$ cat src/rtl/sft_pkg.sv
package sft_pkg;

    // Widths.
    localparam int BYTE_W = 8;
    localparam int OFS_W  = 8;
    localparam int IRQ_W  = 3;
    localparam int ETU_CW = 6;

    // Register byte offsets on the bus.
    localparam logic [OFS_W-1:0] OFS_STOP     = 8'h00;
    localparam logic [OFS_W-1:0] OFS_CTRL     = 8'h04;
    localparam logic [OFS_W-1:0] OFS_STAT     = 8'h08;
    localparam logic [OFS_W-1:0] OFS_TDR      = 8'h0C;
    localparam logic [OFS_W-1:0] OFS_RDR      = 8'h10;
    localparam logic [OFS_W-1:0] OFS_IRQ_STAT = 8'h14;
    localparam logic [OFS_W-1:0] OFS_IRQ_MASK = 8'h18;

    // Field positions.
    localparam int STOP_BIT    = 0;
    localparam int CTL_VARIANT = 0;
    localparam int CTL_TX_EN   = 1;
    localparam int CTL_TX_IE   = 2;
    localparam int CTL_RX_IE   = 3;
    localparam int ST_TX_EMPTY = 7;
    localparam int ST_RX_FULL  = 6;
    localparam int ST_OVERRUN  = 5;
    localparam int ST_RX_ERR   = 4;
    localparam int ST_ERR_SIG  = 3;
    localparam int ST_TX_END   = 2;
    localparam int IRQ_TX_END  = 0;
    localparam int IRQ_RX_FULL = 1;
    localparam int IRQ_RX_ERR  = 2;

    // Reset values.
    localparam logic              STOP_RST = 1'b1;
    localparam logic [BYTE_W-1:0] CTRL_RST = 8'h00;

    // Bus encodings.
    localparam logic [2:0] SIZE_WORD  = 3'h2;
    localparam int         TRANS_BUSY = 1;

    // Transmit-end delay after the start bit, in elementary time units.
    localparam real TX_END_ETU_V0 = 12.5;
    localparam real TX_END_ETU_V1 = 11.0;
    localparam logic [ETU_CW-1:0] HALF_ETU_V0 =
        ETU_CW'($rtoi(TX_END_ETU_V0 * 2.0));
    localparam logic [ETU_CW-1:0] HALF_ETU_V1 =
        ETU_CW'($rtoi(TX_END_ETU_V1 * 2.0));

    typedef enum logic [0:0] {
        SFT_TX_IDLE = 1'b0,
        SFT_TX_SEND = 1'b1
    } sft_tx_e;

endpackage

$ cat src/rtl/sft_etu_timer.sv
`timescale 1ns/1ps
module sft_etu_timer #(
    parameter int CW = 6
) (
    // Clock and reset.
    input  wire logic          clk,
    input  wire logic          rst,
    // Control.
    input  wire logic          start,
    input  wire logic          tick,
    input  wire logic [CW-1:0] limit,
    // Status.
    output logic               done,
    output logic               busy
);
    import sft_pkg::*;

    typedef struct packed {
        logic          busy;
        logic          done;
        logic [CW-1:0] cnt;
    } sft_etu_s;

    sft_etu_s s_q;
    sft_etu_s s_d;

    // Half-unit ticks are counted from the start bit of the character.
    // Etu counting.
    always_comb begin
        s_d = s_q;
        s_d.done = 1'b0;
        if (start) begin
            s_d.busy = 1'b1;
            s_d.cnt = '0;
        end else if (s_q.busy && tick) begin
            s_d.cnt = CW'(s_q.cnt + 1'b1);
            if (s_d.cnt == limit) begin
                s_d.done = 1'b1;
                s_d.busy = 1'b0;
            end
        end
    end

    always_ff @(posedge clk) begin
        if (rst) begin
            s_q <= '0;
        end else begin
            s_q <= s_d;
        end
    end

    assign done = s_q.done;
    assign busy = s_q.busy;

    a_etu_limit: assert property (
        @(posedge clk) disable iff (rst)
        s_q.busy && !start && tick && (s_q.cnt == CW'(limit - 1'b1))
        |=> done && !busy
    ) else $error("Etu timer missed its limit.");

endmodule

$ cat src/rtl/sft_ahb_port.sv
`timescale 1ns/1ps
module sft_ahb_port (
    // Clock and reset.
    input  wire logic                      clk,
    input  wire logic                      rst,
    // Bus address phase.
    input  wire logic                      hsel,
    input  wire logic [31:0]               haddr,
    input  wire logic [1:0]                htrans,
    input  wire logic                      hwrite,
    input  wire logic [2:0]                hsize,
    input  wire logic                      hready,
    // Decoded accesses.
    output logic                           wr_en,
    output logic [sft_pkg::OFS_W-1:0]      wr_ofs,
    output logic                           rd_en,
    output logic [sft_pkg::OFS_W-1:0]      rd_ofs
);
    import sft_pkg::*;

    typedef struct packed {
        logic             wr_pend;
        logic [OFS_W-1:0] ofs;
    } sft_ahb_s;

    sft_ahb_s s_q;
    sft_ahb_s s_d;
    logic     take;

    // Only whole-word transfers are taken; others complete with no effect.
    assign take = hsel && htrans[TRANS_BUSY] && hready
                  && (hsize == SIZE_WORD);

    always_comb begin
        s_d = s_q;
        s_d.wr_pend = take && hwrite;
        if (take && hwrite) begin
            s_d.ofs = haddr[OFS_W-1:0];
        end
    end

    always_ff @(posedge clk) begin
        if (rst) begin
            s_q <= '0;
        end else begin
            s_q <= s_d;
        end
    end

    assign wr_en  = s_q.wr_pend;
    assign wr_ofs = s_q.ofs;
    assign rd_en  = take && !hwrite;
    assign rd_ofs = haddr[OFS_W-1:0];

endmodule

$ cat src/rtl/sft_flag_ctrl.sv
// Contract
// - Controller write to transmit data clears the transmit-empty flag.
// - Controller read of receive data clears the receive-full flag.
// - Receive-error interrupt never starts a controller transfer.
// - Auto clearing only with disable-select zero and count nonzero.
// - After reset the interface is halted by module stop.
// - Registers are reachable only once module stop is cleared; the stop register itself stays reachable while stopped.
// - Writing zero to status bit 2 clears the transmit-end flag.
// - Controller write of transmit data clears the transmit-end flag.
// - Variant zero sets transmit-end 12.5 units after the character.
// - Variant one sets transmit-end 11.0 units after the character.
//
// Local design decisions: the placing of the registers and register access over AHB-Lite.
`timescale 1ns/1ps
module sft_flag_ctrl (
    // Clock and reset.
    input  wire logic                       SYS_CLK,
    input  wire logic                       RST,
    // Register bus.
    input  wire logic                       HSEL,
    input  wire logic [31:0]                HADDR,
    input  wire logic [1:0]                 HTRANS,
    input  wire logic                       HWRITE,
    input  wire logic [2:0]                 HSIZE,
    input  wire logic [31:0]                HWDATA,
    input  wire logic                       HREADY,
    output logic      [31:0]                HRDATA,
    output logic                            HREADYOUT,
    output logic                            HRESP,
    // Transfer controller.
    input  wire logic                       XFER_TX_WR,
    input  wire logic [sft_pkg::BYTE_W-1:0] XFER_TX_DATA,
    input  wire logic                       XFER_RX_RD,
    input  wire logic                       XFER_RX_SRC,
    input  wire logic                       XFER_DISABLE_SEL,
    input  wire logic                       XFER_COUNT_NZ,
    output logic      [sft_pkg::BYTE_W-1:0] XFER_RX_DATA,
    output logic                            XFER_REQ_TX,
    output logic                            XFER_REQ_RX,
    // Serial engine.
    input  wire logic                       BRG_HALF_TICK,
    input  wire logic                       RX_DONE,
    input  wire logic [sft_pkg::BYTE_W-1:0] RX_BYTE,
    input  wire logic                       RX_ERROR,
    input  wire logic                       ERR_SIGNAL,
    output logic                            TX_START,
    output logic      [sft_pkg::BYTE_W-1:0] TX_BYTE,
    // Interrupt.
    output logic                            IRQ
);
    import sft_pkg::*;

    typedef struct packed {
        logic              stop;
        logic [BYTE_W-1:0] ctrl;
        logic              tx_empty;
        logic              rx_full;
        logic              overrun;
        logic              rx_error;
        logic              err_sig;
        logic              tx_end;
        logic [BYTE_W-1:0] tx_data_register;
        logic [BYTE_W-1:0] rx_data_register;
        logic [IRQ_W-1:0]  irq_stat;
        logic [IRQ_W-1:0]  irq_mask;
        sft_tx_e           tx_st;
        logic              tx_start;
        logic [BYTE_W-1:0] tx_byte;
        logic [31:0]       rdata;
    } sft_main_s;

    localparam sft_main_s MAIN_RST = '{
        stop:     STOP_RST,
        ctrl:     CTRL_RST,
        tx_empty: 1'b1,
        tx_end:   1'b1,
        tx_st:    SFT_TX_IDLE,
        default:  '0
    };

    sft_main_s         s_q;
    sft_main_s         s_d;
    logic              wr_en;
    logic [OFS_W-1:0]  wr_ofs;
    logic              rd_en;
    logic [OFS_W-1:0]  rd_ofs;
    logic              on;
    logic              tx_auto;
    logic              rx_auto;
    logic              tx_go;
    logic              etu_done;
    logic [ETU_CW-1:0] etu_limit;

    // A stopped module answers only on its stop register.
    function automatic logic acc_ok(input logic [OFS_W-1:0] ofs,
                                    input logic stop);
        return (ofs == OFS_STOP) || !stop;
    endfunction

    function automatic logic [31:0] rd_word(input sft_main_s s,
                                            input logic [OFS_W-1:0] ofs);
        logic [31:0] w;
        w = 32'h0000_0000;
        case (ofs)
            OFS_STOP: w[STOP_BIT] = s.stop;
            OFS_CTRL: w[BYTE_W-1:0] = s.ctrl;
            OFS_STAT: begin
                w[ST_TX_EMPTY] = s.tx_empty;
                w[ST_RX_FULL] = s.rx_full;
                w[ST_OVERRUN] = s.overrun;
                w[ST_RX_ERR] = s.rx_error;
                w[ST_ERR_SIG] = s.err_sig;
                w[ST_TX_END] = s.tx_end;
            end
            OFS_TDR: w[BYTE_W-1:0] = s.tx_data_register;
            OFS_RDR: w[BYTE_W-1:0] = s.rx_data_register;
            OFS_IRQ_STAT: w[IRQ_W-1:0] = s.irq_stat;
            OFS_IRQ_MASK: w[IRQ_W-1:0] = s.irq_mask;
            default: w = 32'h0000_0000;
        endcase
        return w;
    endfunction

    sft_ahb_port u_ahb (
        .clk    (SYS_CLK),
        .rst    (RST),
        .hsel   (HSEL),
        .haddr  (HADDR),
        .htrans (HTRANS),
        .hwrite (HWRITE),
        .hsize  (HSIZE),
        .hready (HREADY),
        .wr_en  (wr_en),
        .wr_ofs (wr_ofs),
        .rd_en  (rd_en),
        .rd_ofs (rd_ofs)
    );

    assign etu_limit = s_q.ctrl[CTL_VARIANT] ? HALF_ETU_V1 : HALF_ETU_V0;

    // The timer starts with the start-bit pulse, so the delay counts
    // from the leading edge of the character.
    sft_etu_timer #(
        .CW (ETU_CW)
    ) u_etu (
        .clk   (SYS_CLK),
        .rst   (RST),
        .start (s_q.tx_start),
        .tick  (BRG_HALF_TICK),
        .limit (etu_limit),
        .done  (etu_done),
        .busy  ()
    );

    assign on = !s_q.stop;

    // Clear only with transfers enabled and count left.
    assign tx_auto = on && XFER_TX_WR && !XFER_DISABLE_SEL && XFER_COUNT_NZ;
    // Receive clear needs a receive-full activation.
    assign rx_auto = on && XFER_RX_RD && XFER_RX_SRC
                     && !XFER_DISABLE_SEL && XFER_COUNT_NZ;

    always_comb begin
        s_d = s_q;
        s_d.tx_start = 1'b0;
        tx_go = 1'b0;

        if (wr_en && acc_ok(wr_ofs, s_q.stop)) begin
            case (wr_ofs)
                OFS_STOP: s_d.stop = HWDATA[STOP_BIT];
                OFS_CTRL: s_d.ctrl = HWDATA[BYTE_W-1:0];
                OFS_STAT: begin
                    if (!HWDATA[ST_TX_EMPTY]) s_d.tx_empty = 1'b0;
                    if (!HWDATA[ST_RX_FULL]) s_d.rx_full = 1'b0;
                    if (!HWDATA[ST_OVERRUN]) s_d.overrun = 1'b0;
                    if (!HWDATA[ST_RX_ERR]) s_d.rx_error = 1'b0;
                    if (!HWDATA[ST_ERR_SIG]) s_d.err_sig = 1'b0;
                    if (!HWDATA[ST_TX_END]) s_d.tx_end = 1'b0;
                end
                OFS_TDR: s_d.tx_data_register = HWDATA[BYTE_W-1:0];
                OFS_IRQ_STAT: begin
                    s_d.irq_stat = s_q.irq_stat & ~HWDATA[IRQ_W-1:0];
                end
                OFS_IRQ_MASK: s_d.irq_mask = HWDATA[IRQ_W-1:0];
                default: s_d.ctrl = s_d.ctrl;
            endcase
        end

        if (on && XFER_TX_WR) begin
            s_d.tx_data_register = XFER_TX_DATA;
            s_d.tx_end = 1'b0;
        end
        if (tx_auto) begin
            s_d.tx_empty = 1'b0;
        end
        if (rx_auto) begin
            s_d.rx_full = 1'b0;
        end

        // Flag sets come after every clear, so a set in the same cycle wins.
        if (on && RX_DONE) begin
            if (s_d.rx_full) begin
                s_d.overrun = 1'b1;
            end else begin
                s_d.rx_data_register = RX_BYTE;
                s_d.rx_full = 1'b1;
                s_d.irq_stat[IRQ_RX_FULL] = 1'b1;
            end
        end
        if (on && RX_ERROR) begin
            s_d.rx_error = 1'b1;
            s_d.irq_stat[IRQ_RX_ERR] = 1'b1;
        end
        if (on && ERR_SIGNAL) begin
            s_d.err_sig = 1'b1;
        end

        case (s_q.tx_st)
            SFT_TX_IDLE: begin
                tx_go = on && s_q.ctrl[CTL_TX_EN] && !s_q.tx_empty;
            end
            SFT_TX_SEND: begin
                if (etu_done) begin
                    tx_go = on && s_q.ctrl[CTL_TX_EN] && !s_q.tx_empty;
                    s_d.tx_st = SFT_TX_IDLE;
                    if (s_q.tx_empty && !s_q.err_sig) begin
                        s_d.tx_end = 1'b1;
                        s_d.irq_stat[IRQ_TX_END] = 1'b1;
                    end
                end else if (s_q.stop) begin
                    s_d.tx_st = SFT_TX_IDLE;
                end
            end
            default: s_d.tx_st = SFT_TX_IDLE;
        endcase

        // Handing the byte to the shifter empties the data register.
        if (tx_go) begin
            s_d.tx_byte = s_q.tx_data_register;
            s_d.tx_empty = 1'b1;
            s_d.tx_start = 1'b1;
            s_d.tx_end = 1'b0;
            s_d.tx_st = SFT_TX_SEND;
        end

        // Read data is latched in the address phase, valid in data phase.
        if (rd_en) begin
            s_d.rdata = acc_ok(rd_ofs, s_q.stop) ? rd_word(s_q, rd_ofs)
                                                 : 32'h0000_0000;
        end
    end

    always_ff @(posedge SYS_CLK) begin
        if (RST) begin
            s_q <= MAIN_RST;
        end else begin
            s_q <= s_d;
        end
    end

    assign HRDATA       = s_q.rdata;
    assign HREADYOUT    = 1'b1;
    assign HRESP        = 1'b0;
    assign XFER_RX_DATA = s_q.rx_data_register;
    assign TX_START     = s_q.tx_start;
    assign TX_BYTE      = s_q.tx_byte;
    assign IRQ          = |(s_q.irq_stat & s_q.irq_mask);

    // Only empty and full requests activate.
    assign XFER_REQ_TX = on && s_q.tx_empty && s_q.ctrl[CTL_TX_IE];
    assign XFER_REQ_RX = on && s_q.rx_full && s_q.ctrl[CTL_RX_IE];

    a_auto_tx_clr: assert property (
        @(posedge SYS_CLK) disable iff (RST)
        tx_auto && s_q.tx_empty |=> !s_q.tx_empty
    ) else $error("Transmit-empty not cleared by controller write.");

    a_auto_rx_clr: assert property (
        @(posedge SYS_CLK) disable iff (RST)
        rx_auto && !RX_DONE |=> !s_q.rx_full
    ) else $error("Receive-full not cleared by controller read.");

    a_err_no_act: assert property (
        @(posedge SYS_CLK) disable iff (RST)
        s_q.rx_error && !(s_q.tx_empty && s_q.ctrl[CTL_TX_IE])
        && !(s_q.rx_full && s_q.ctrl[CTL_RX_IE])
        |-> !XFER_REQ_TX && !XFER_REQ_RX
    ) else $error("Receive error started a transfer.");

    a_transfer_disable_select_keep: assert property (
        @(posedge SYS_CLK) disable iff (RST)
        on && XFER_TX_WR && (XFER_DISABLE_SEL || !XFER_COUNT_NZ)
        && s_q.tx_empty && !wr_en
        |=> s_q.tx_empty
    ) else $error("Transmit-empty cleared while transfers disabled.");

    a_stop_reset: assert property (
        @(posedge SYS_CLK) disable iff (RST)
        $fell(RST) |-> s_q.stop && !TX_START
    ) else $error("Module not stopped after reset.");

    a_stop_gate: assert property (
        @(posedge SYS_CLK) disable iff (RST)
        rd_en && s_q.stop && (rd_ofs != OFS_STOP) |=> HRDATA == '0
    ) else $error("Register read while module stopped.");

    a_tx_end_flag_wr0: assert property (
        @(posedge SYS_CLK) disable iff (RST)
        wr_en && on && (wr_ofs == OFS_STAT) && !HWDATA[ST_TX_END]
        && !etu_done
        |=> !s_q.tx_end
    ) else $error("Transmit-end not cleared by zero write.");

    a_tx_end_flag_xfer: assert property (
        @(posedge SYS_CLK) disable iff (RST)
        on && XFER_TX_WR && !etu_done |=> !s_q.tx_end
    ) else $error("Transmit-end not cleared by controller write.");

    a_tx_end_flag_set: assert property (
        @(posedge SYS_CLK) disable iff (RST)
        etu_done && (s_q.tx_st == SFT_TX_SEND) && s_q.tx_empty
        && !s_q.err_sig
        |=> s_q.tx_end && s_q.irq_stat[IRQ_TX_END]
    ) else $error("Transmit-end not set at end of character.");

    a_tx_end_flag_gap: assert property (
        @(posedge SYS_CLK) disable iff (RST)
        TX_START && !BRG_HALF_TICK |=> !s_q.tx_end [*2]
    ) else $error("Transmit-end set too early after start bit.");

endmodule

$ cat config.mk
export PLATFORM = sky130hd
export DESIGN_NAME = sft_flag_ctrl
export DESIGN_NICKNAME = d
export VERILOG_FILES = /design/src/rtl/sft_pkg.sv /design/src/rtl/sft_etu_timer.sv /design/src/rtl/sft_ahb_port.sv /design/src/rtl/sft_flag_ctrl.sv
export SDC_FILE = /design/constraint.sdc
export NUM_CORES = 1
export LEC_CHECK = 0
export BUFFER_PORTS_ARGS = -buffer_cell sky130_fd_sc_hd__buf_2
export CAP_MARGIN = 5
export CORE_MARGIN = 2
export CORE_UTILIZATION = 33
export CTS_CLUSTER_SIZE = 12
export DETAILED_ROUTE_END_ITERATION = 7
export PLACE_DENSITY_LB_ADDON = 0.05
export REMOVE_ABC_BUFFERS = 1
export SLEW_MARGIN = 15
export SYNTH_ARGS = -nofsm -noshare
export SYNTH_HDL_FRONTEND = slang
export SYNTH_SLANG_ARGS = --single-unit
$ cat constraint.sdc
create_clock -name SYS_CLK -period 2 [get_ports SYS_CLK]
set_input_delay 0.2 -clock SYS_CLK [delete_from_list [all_inputs] [get_ports SYS_CLK]]
set_output_delay 0.2 -clock SYS_CLK [all_outputs]
set_load 0.1 [all_outputs]
# Word-level counts from Yosys, hierarchy flattened

Index checks and enable logic that the tools add are counted.
W data, S select, Z words.

Flip-flop bits (word level): 96
Input bits: 99
Output and inout bits: 54
Logic and storage cells: 147

Add/subtract/negate cells: 1
Equal/unequal tests: 16
Mux-type cells: 44
Bitwise logic cells: 6
Reduce and logical (&&, ||, !) cells: 58

Operators by type and width:

| cell                  | number |
|---|---|
| $eq A8 B5 Y1 const B  | 5 |
| $eq A8 B4 Y1 const B  | 4 |
| $mux W1               | 26 |
| $logic_and A1 B1 Y1   | 24 |
| $mux W8               | 3 |
| $reduce_bool A2 Y1    | 11 |
| $pmux W5 S4           | 1 |
| $eq A8 B3 Y1 const B  | 2 |
| $logic_not A8 Y1      | 2 |
| $mux W14              | 1 |
| $reduce_and A2 Y1     | 7 |
| $mux W6               | 2 |
| $pmux W1 S6           | 2 |
| $mux W10              | 1 |
| $mux W9               | 1 |
| $reduce_and A3 Y1     | 3 |
| $add A6 B1 Y6 const B | 1 |
| $and A3 B3 Y3         | 2 |
| $eq A6 B5 Y1          | 1 |
| $mux W3               | 2 |
| $ne A2 B1 Y1 const B  | 3 |
| $reduce_or A3 Y1      | 2 |
| $logic_not A1 Y1      | 5 |
| $pmux W1 S5           | 1 |
| other kinds (8)       | 13 |

# Logic depth before layout (Yosys ltp)

Depth after elaboration: 9
Gate-level depth with buffers: 6
Gate-level depth less buffers: 5

# By module

Synthesis repeated with hierarchy kept, for this count alone.

Cells, all modules: 450
Area, all modules: 4,006.3 sq um

Modules (own cells, without submodules):

| module        | times used | cells each | area each (sq um) |
|---|---|---|---|
| sft_flag_ctrl | 1          | 346        | 3,098.0 |
| sft_etu_timer | 1          | 54         | 467.9 |
| sft_ahb_port  | 1          | 50         | 440.4 |

# Worst setup path after synthesis

OpenSTA, ideal clock, no wires.

Path kind: reg-to-output
Start point: register s_q[78] (netlist name)
End point: output XFER_REQ_TX
Arrival time: 1.875 ns
Setup slack: -0.075 ns
Stages on the path, launching flop included: 4
Buffers on the path: 2
Path through: dfxtp_1 > clkbuf_8 > clkbuf_1 > nor2_1

Word-level cells in the longest chain between the ends: 3

Ends and longest elaborated chain:

| what                              | line                 | source |
|---|---|---|
| start, declared                   | sft_flag_ctrl.sv:81  | `sft_main_s s_q;` |
| start signal, assigned            | sft_flag_ctrl.sv:255 | `s_q <= MAIN_RST;` |
| start signal, assigned            | sft_flag_ctrl.sv:257 | `s_q <= s_d;` |
| $logic_not A1 Y1                  | sft_flag_ctrl.sv:155 | `assign on = !s_q.stop;` |
| $logic_and A1 B1 Y1 (2 in series) | sft_flag_ctrl.sv:270 | `assign XFER_REQ_TX = on && s_q.tx_empty && s_q.ctrl[CTL_TX_IE];` |
| end, declared                     | sft_flag_ctrl.sv:38  | `output logic XFER_REQ_TX,` |

No other way between the ends.

# Worst setup path after layout

Start point: register s_q[78] (netlist name)
End point: output XFER_REQ_RX

Word-level cells in the longest chain between the ends: 3

Ends and longest elaborated chain:

| what                              | line                 | source |
|---|---|---|
| $logic_not A1 Y1                  | sft_flag_ctrl.sv:155 |  |
| $logic_and A1 B1 Y1 (2 in series) | sft_flag_ctrl.sv:271 | `assign XFER_REQ_RX = on && s_q.rx_full && s_q.ctrl[CTL_RX_IE];` |
| end, declared                     | sft_flag_ctrl.sv:39  | `output logic XFER_REQ_RX,` |

No other way between the ends.

==> impl_metrics.toml <==
[status]
status = "complete, no violations"

[worst_setup_path]
reg2reg_to = "XFER_RX_DATA[3]"
cp_slowest_stage_delay_ps = 430
worstPathArrival_ps = 1560
worstPathRequired_ps = 1800
path_cells = "buf_4 > and3b_1 > buf_2"
cp-endpoint = "XFER_REQ_RX"
worstSetupEndpointType = "output port"
cp-start-kind = "flip-flop"
r2r_slack_ps = 310
worstSetupStartpoint = "s_q[78]"
crit_slowest_cell = "buf_2"
cp_max_fo = 13
worstReg2RegStart = "u_ahb.wr_ofs[5]"
r2r_cells = 6
crit_type = "flip-flop to output port"

[yosys]
synth_top_area_share_pct = 37.7
netlist-cell-type-count = 56
synth_seq_area_share_pct = 37.7
synth_flop_cell = "dfxtp_1"
synth.area.top_cells = "dfxtp_1 (38%), buf_4 (9.8%), mux2i_1 (9.2%), nand2_1 (3.8%), nor2_1 (3.4%)"
synth_seq_cells = 72
syn_avg_cell_area_um2 = 8.92
synth_area_um2 = 3820
synth_warnings = 0
synth_edf_count = 0
yosysTopAreaCell = "dfxtp_1"
syn_inst = 428
async_flop_share_pct = 0

[routing]
drt_wl_total_um = 9880
wire_per_inst_um = 15.7
ant_nets = 0
met1_length_um = 4870
routed_via_density = 4.88
dr.pass1.iters = 5
drc_errors = 0
drtIter0Drc = 115
highest-signal-layer = "met4"
wl_met2_um = 4330
vias = 3073
met3_length_um = 533

[grt]
globalRoute.totalOverflow = 0
grt_usage_pct = 16.1
grt_pass1_vias = 2906
grt_pass1_wl_um = 15600
antenna_found_initial = 0
grt_max_degree = 26

[timing]
fin_tns_setup_ps = 0
hold_violations = 0
fmaxAchievable_ghz = 0.567
worst_slew_pin_slew_ps = 631
grt_setup_unrepaired = "no"
timing.final.crit_share_pct = 88.2
slew_headroom_pct = 57.7
maxSlewViolCount = 0
layout_min_cycle_time_ps = 1760
setup_viol = 0
skew_ps = 4.60

[worst_hold_path]
hold_path_class = "input port to flip-flop"

[power_and_ir_drop]
seqPwrFrac_pct = 41.7
switching_share_pct = 26.5
p_switching_mw = 0.914
vdd_drop_max_mv = 0.546
p_per_area_nw_per_um2 = 785
combPwrFrac_pct = 11.1
clkPwrFrac_pct = 47.2
cellLeakagePower_nw = 1.87
p_int_mw = 2.53

[clock_network]
ctsLongestPathBuffers = 2
cts_tree = "done"
clk_pin_slew_ps = 50
numCtsBuffers = 9
ctsHtreeMaxLevel = 3
ctsHoldBuffers = 0
clk_latency_ps = 340
clkSinkCount = 72
cts-root-buf = "clkbuf_16"
cts_resized = 0
cts_setup_buffers = 0

[floorplan]
die-area_um2 = 12400
die_y_um = 112
die_w_um = 112
num_rows = 39
core_um2 = 11400
start_util_pct = 33.6
io_pins = 153

[place]
post-place-cells = 614
place_congestion = 0.773
port_buffers = 77
place_hpwl_um = 7450

[layout]
instances_no_fill = 630
final_util_pct = 38.6
mostFrequentLayoutCells = "buf_2 (77), dfxtp_1 (72), nand2_1 (39)"
drive_gt1_share_pct = 25.1
finalNetCount = 582
final_common_cell = "buf_2"
antenna_cells = 0
syn_to_final_growth_pct = 15.1

[job]
drv_cap = 0
metal layers:
metal,vias to the layer above,GRT usage (%)
met1,1435,22.0
met5,-,0
met2,90,24.7
met3,13,4.25
li1,1535,-
met4,0,5.76
cells in the mapped netlist (8+ instances only):
| cell | instances |
|---|---|
| nand2b_1 | 11 |
| nand3_1 | 10 |
| nor2_1 | 35 |
| mux2i_1 | 35 |
| inv_1 | 14 |
| a21oi_1 | 22 |
| buf_4 | 50 |
| clkbuf_1 | 11 |
| o21ai_0 | 23 |
| nand2_1 | 39 |
| dfxtp_1 | 72 |
| a221oi_2 | 8 |
state kept, by name (all words and copies together), names as in the netlist:
| name | flops |
|---|---|
| HRDATA | 8 |
| TX_BYTE | 8 |
| TX_START | 1 |
| XFER_RX_DATA | 8 |
| s_q | 30 |
| u_ahb.wr_en | 1 |
| u_ahb.wr_ofs | 8 |
| u_etu.busy | 1 |
| u_etu.done | 1 |
| u_etu.s_q | 6 |
logic make-up (layout without fill, tap and decap cells):
family	count (synthesis)	after routing	synth area share (%)
xor+xnor	7	7	1.61
other cells	2	26	0.197
mux	37	37	10.1
buf+inv	84	119	14.0
flops	72	72	37.7
fa+ha+maj	1	1	0.328
compound gates	86	86	16.4
simple gates	139	139	19.7
worst max-delay path, delay by kind of cell (launching register included):
kind                   cells  cell delay (ps)
buffers and inverters      2              640
flip-flops                 1              360
AND/OR/NAND/NOR            1              230
final cells by class:
class                   count  area [µm²]
fillers                  1219        6980
multi-input cells         296        1930
flip-flops and latches     72        1440
repair buffers             89         488
clock buffers              13         260
well taps                 143         179
inverters                  14        52.6
clock inverters             3        40.0
through the flow:
step | total power [mW] | instance area [µm²] | hold WS, ps | worst slack (ps)
6_report | 3.45 | 4390 | 111 | 237
3_3_place_gp | 1.85 | 4090 | 447 | 196
2_1_floorplan | 1.73 | 3430 | 266 | 59.8
5_1_grt | 3.58 | 4390 | 109 | 187
4_1_cts | 3.50 | 4390 | 99.8 | 218
3_5_place_dp | 1.85 | 4090 | 451 | 182
power by group through the flow:
stage | clock (mW) | sequential, mW | combinational (mW)
CTS | 1.68 | 1.44 | 0.382
detailed placement | 0 | 1.47 | 0.381
finish | 1.63 | 1.44 | 0.382
global placement | 0 | 1.47 | 0.383
global route | 1.74 | 1.44 | 0.401
floorplan | 0 | 1.47 | 0.258
worst min-delay path by stage:
stage,cells past startpoint,slack (ps),startpoint,endpoint
floorplan,1,270,RST,s_q[56]
global placement,1,450,HRDATA[6],HRDATA[6]
detailed placement,1,450,HRDATA[6],HRDATA[6]
CTS,3,100,RX_BYTE[0],XFER_RX_DATA[0]
global route,3,110,RX_BYTE[1],XFER_RX_DATA[1]
finish,3,110,RX_BYTE[4],XFER_RX_DATA[4]
(Power assumes the default switching activity.)
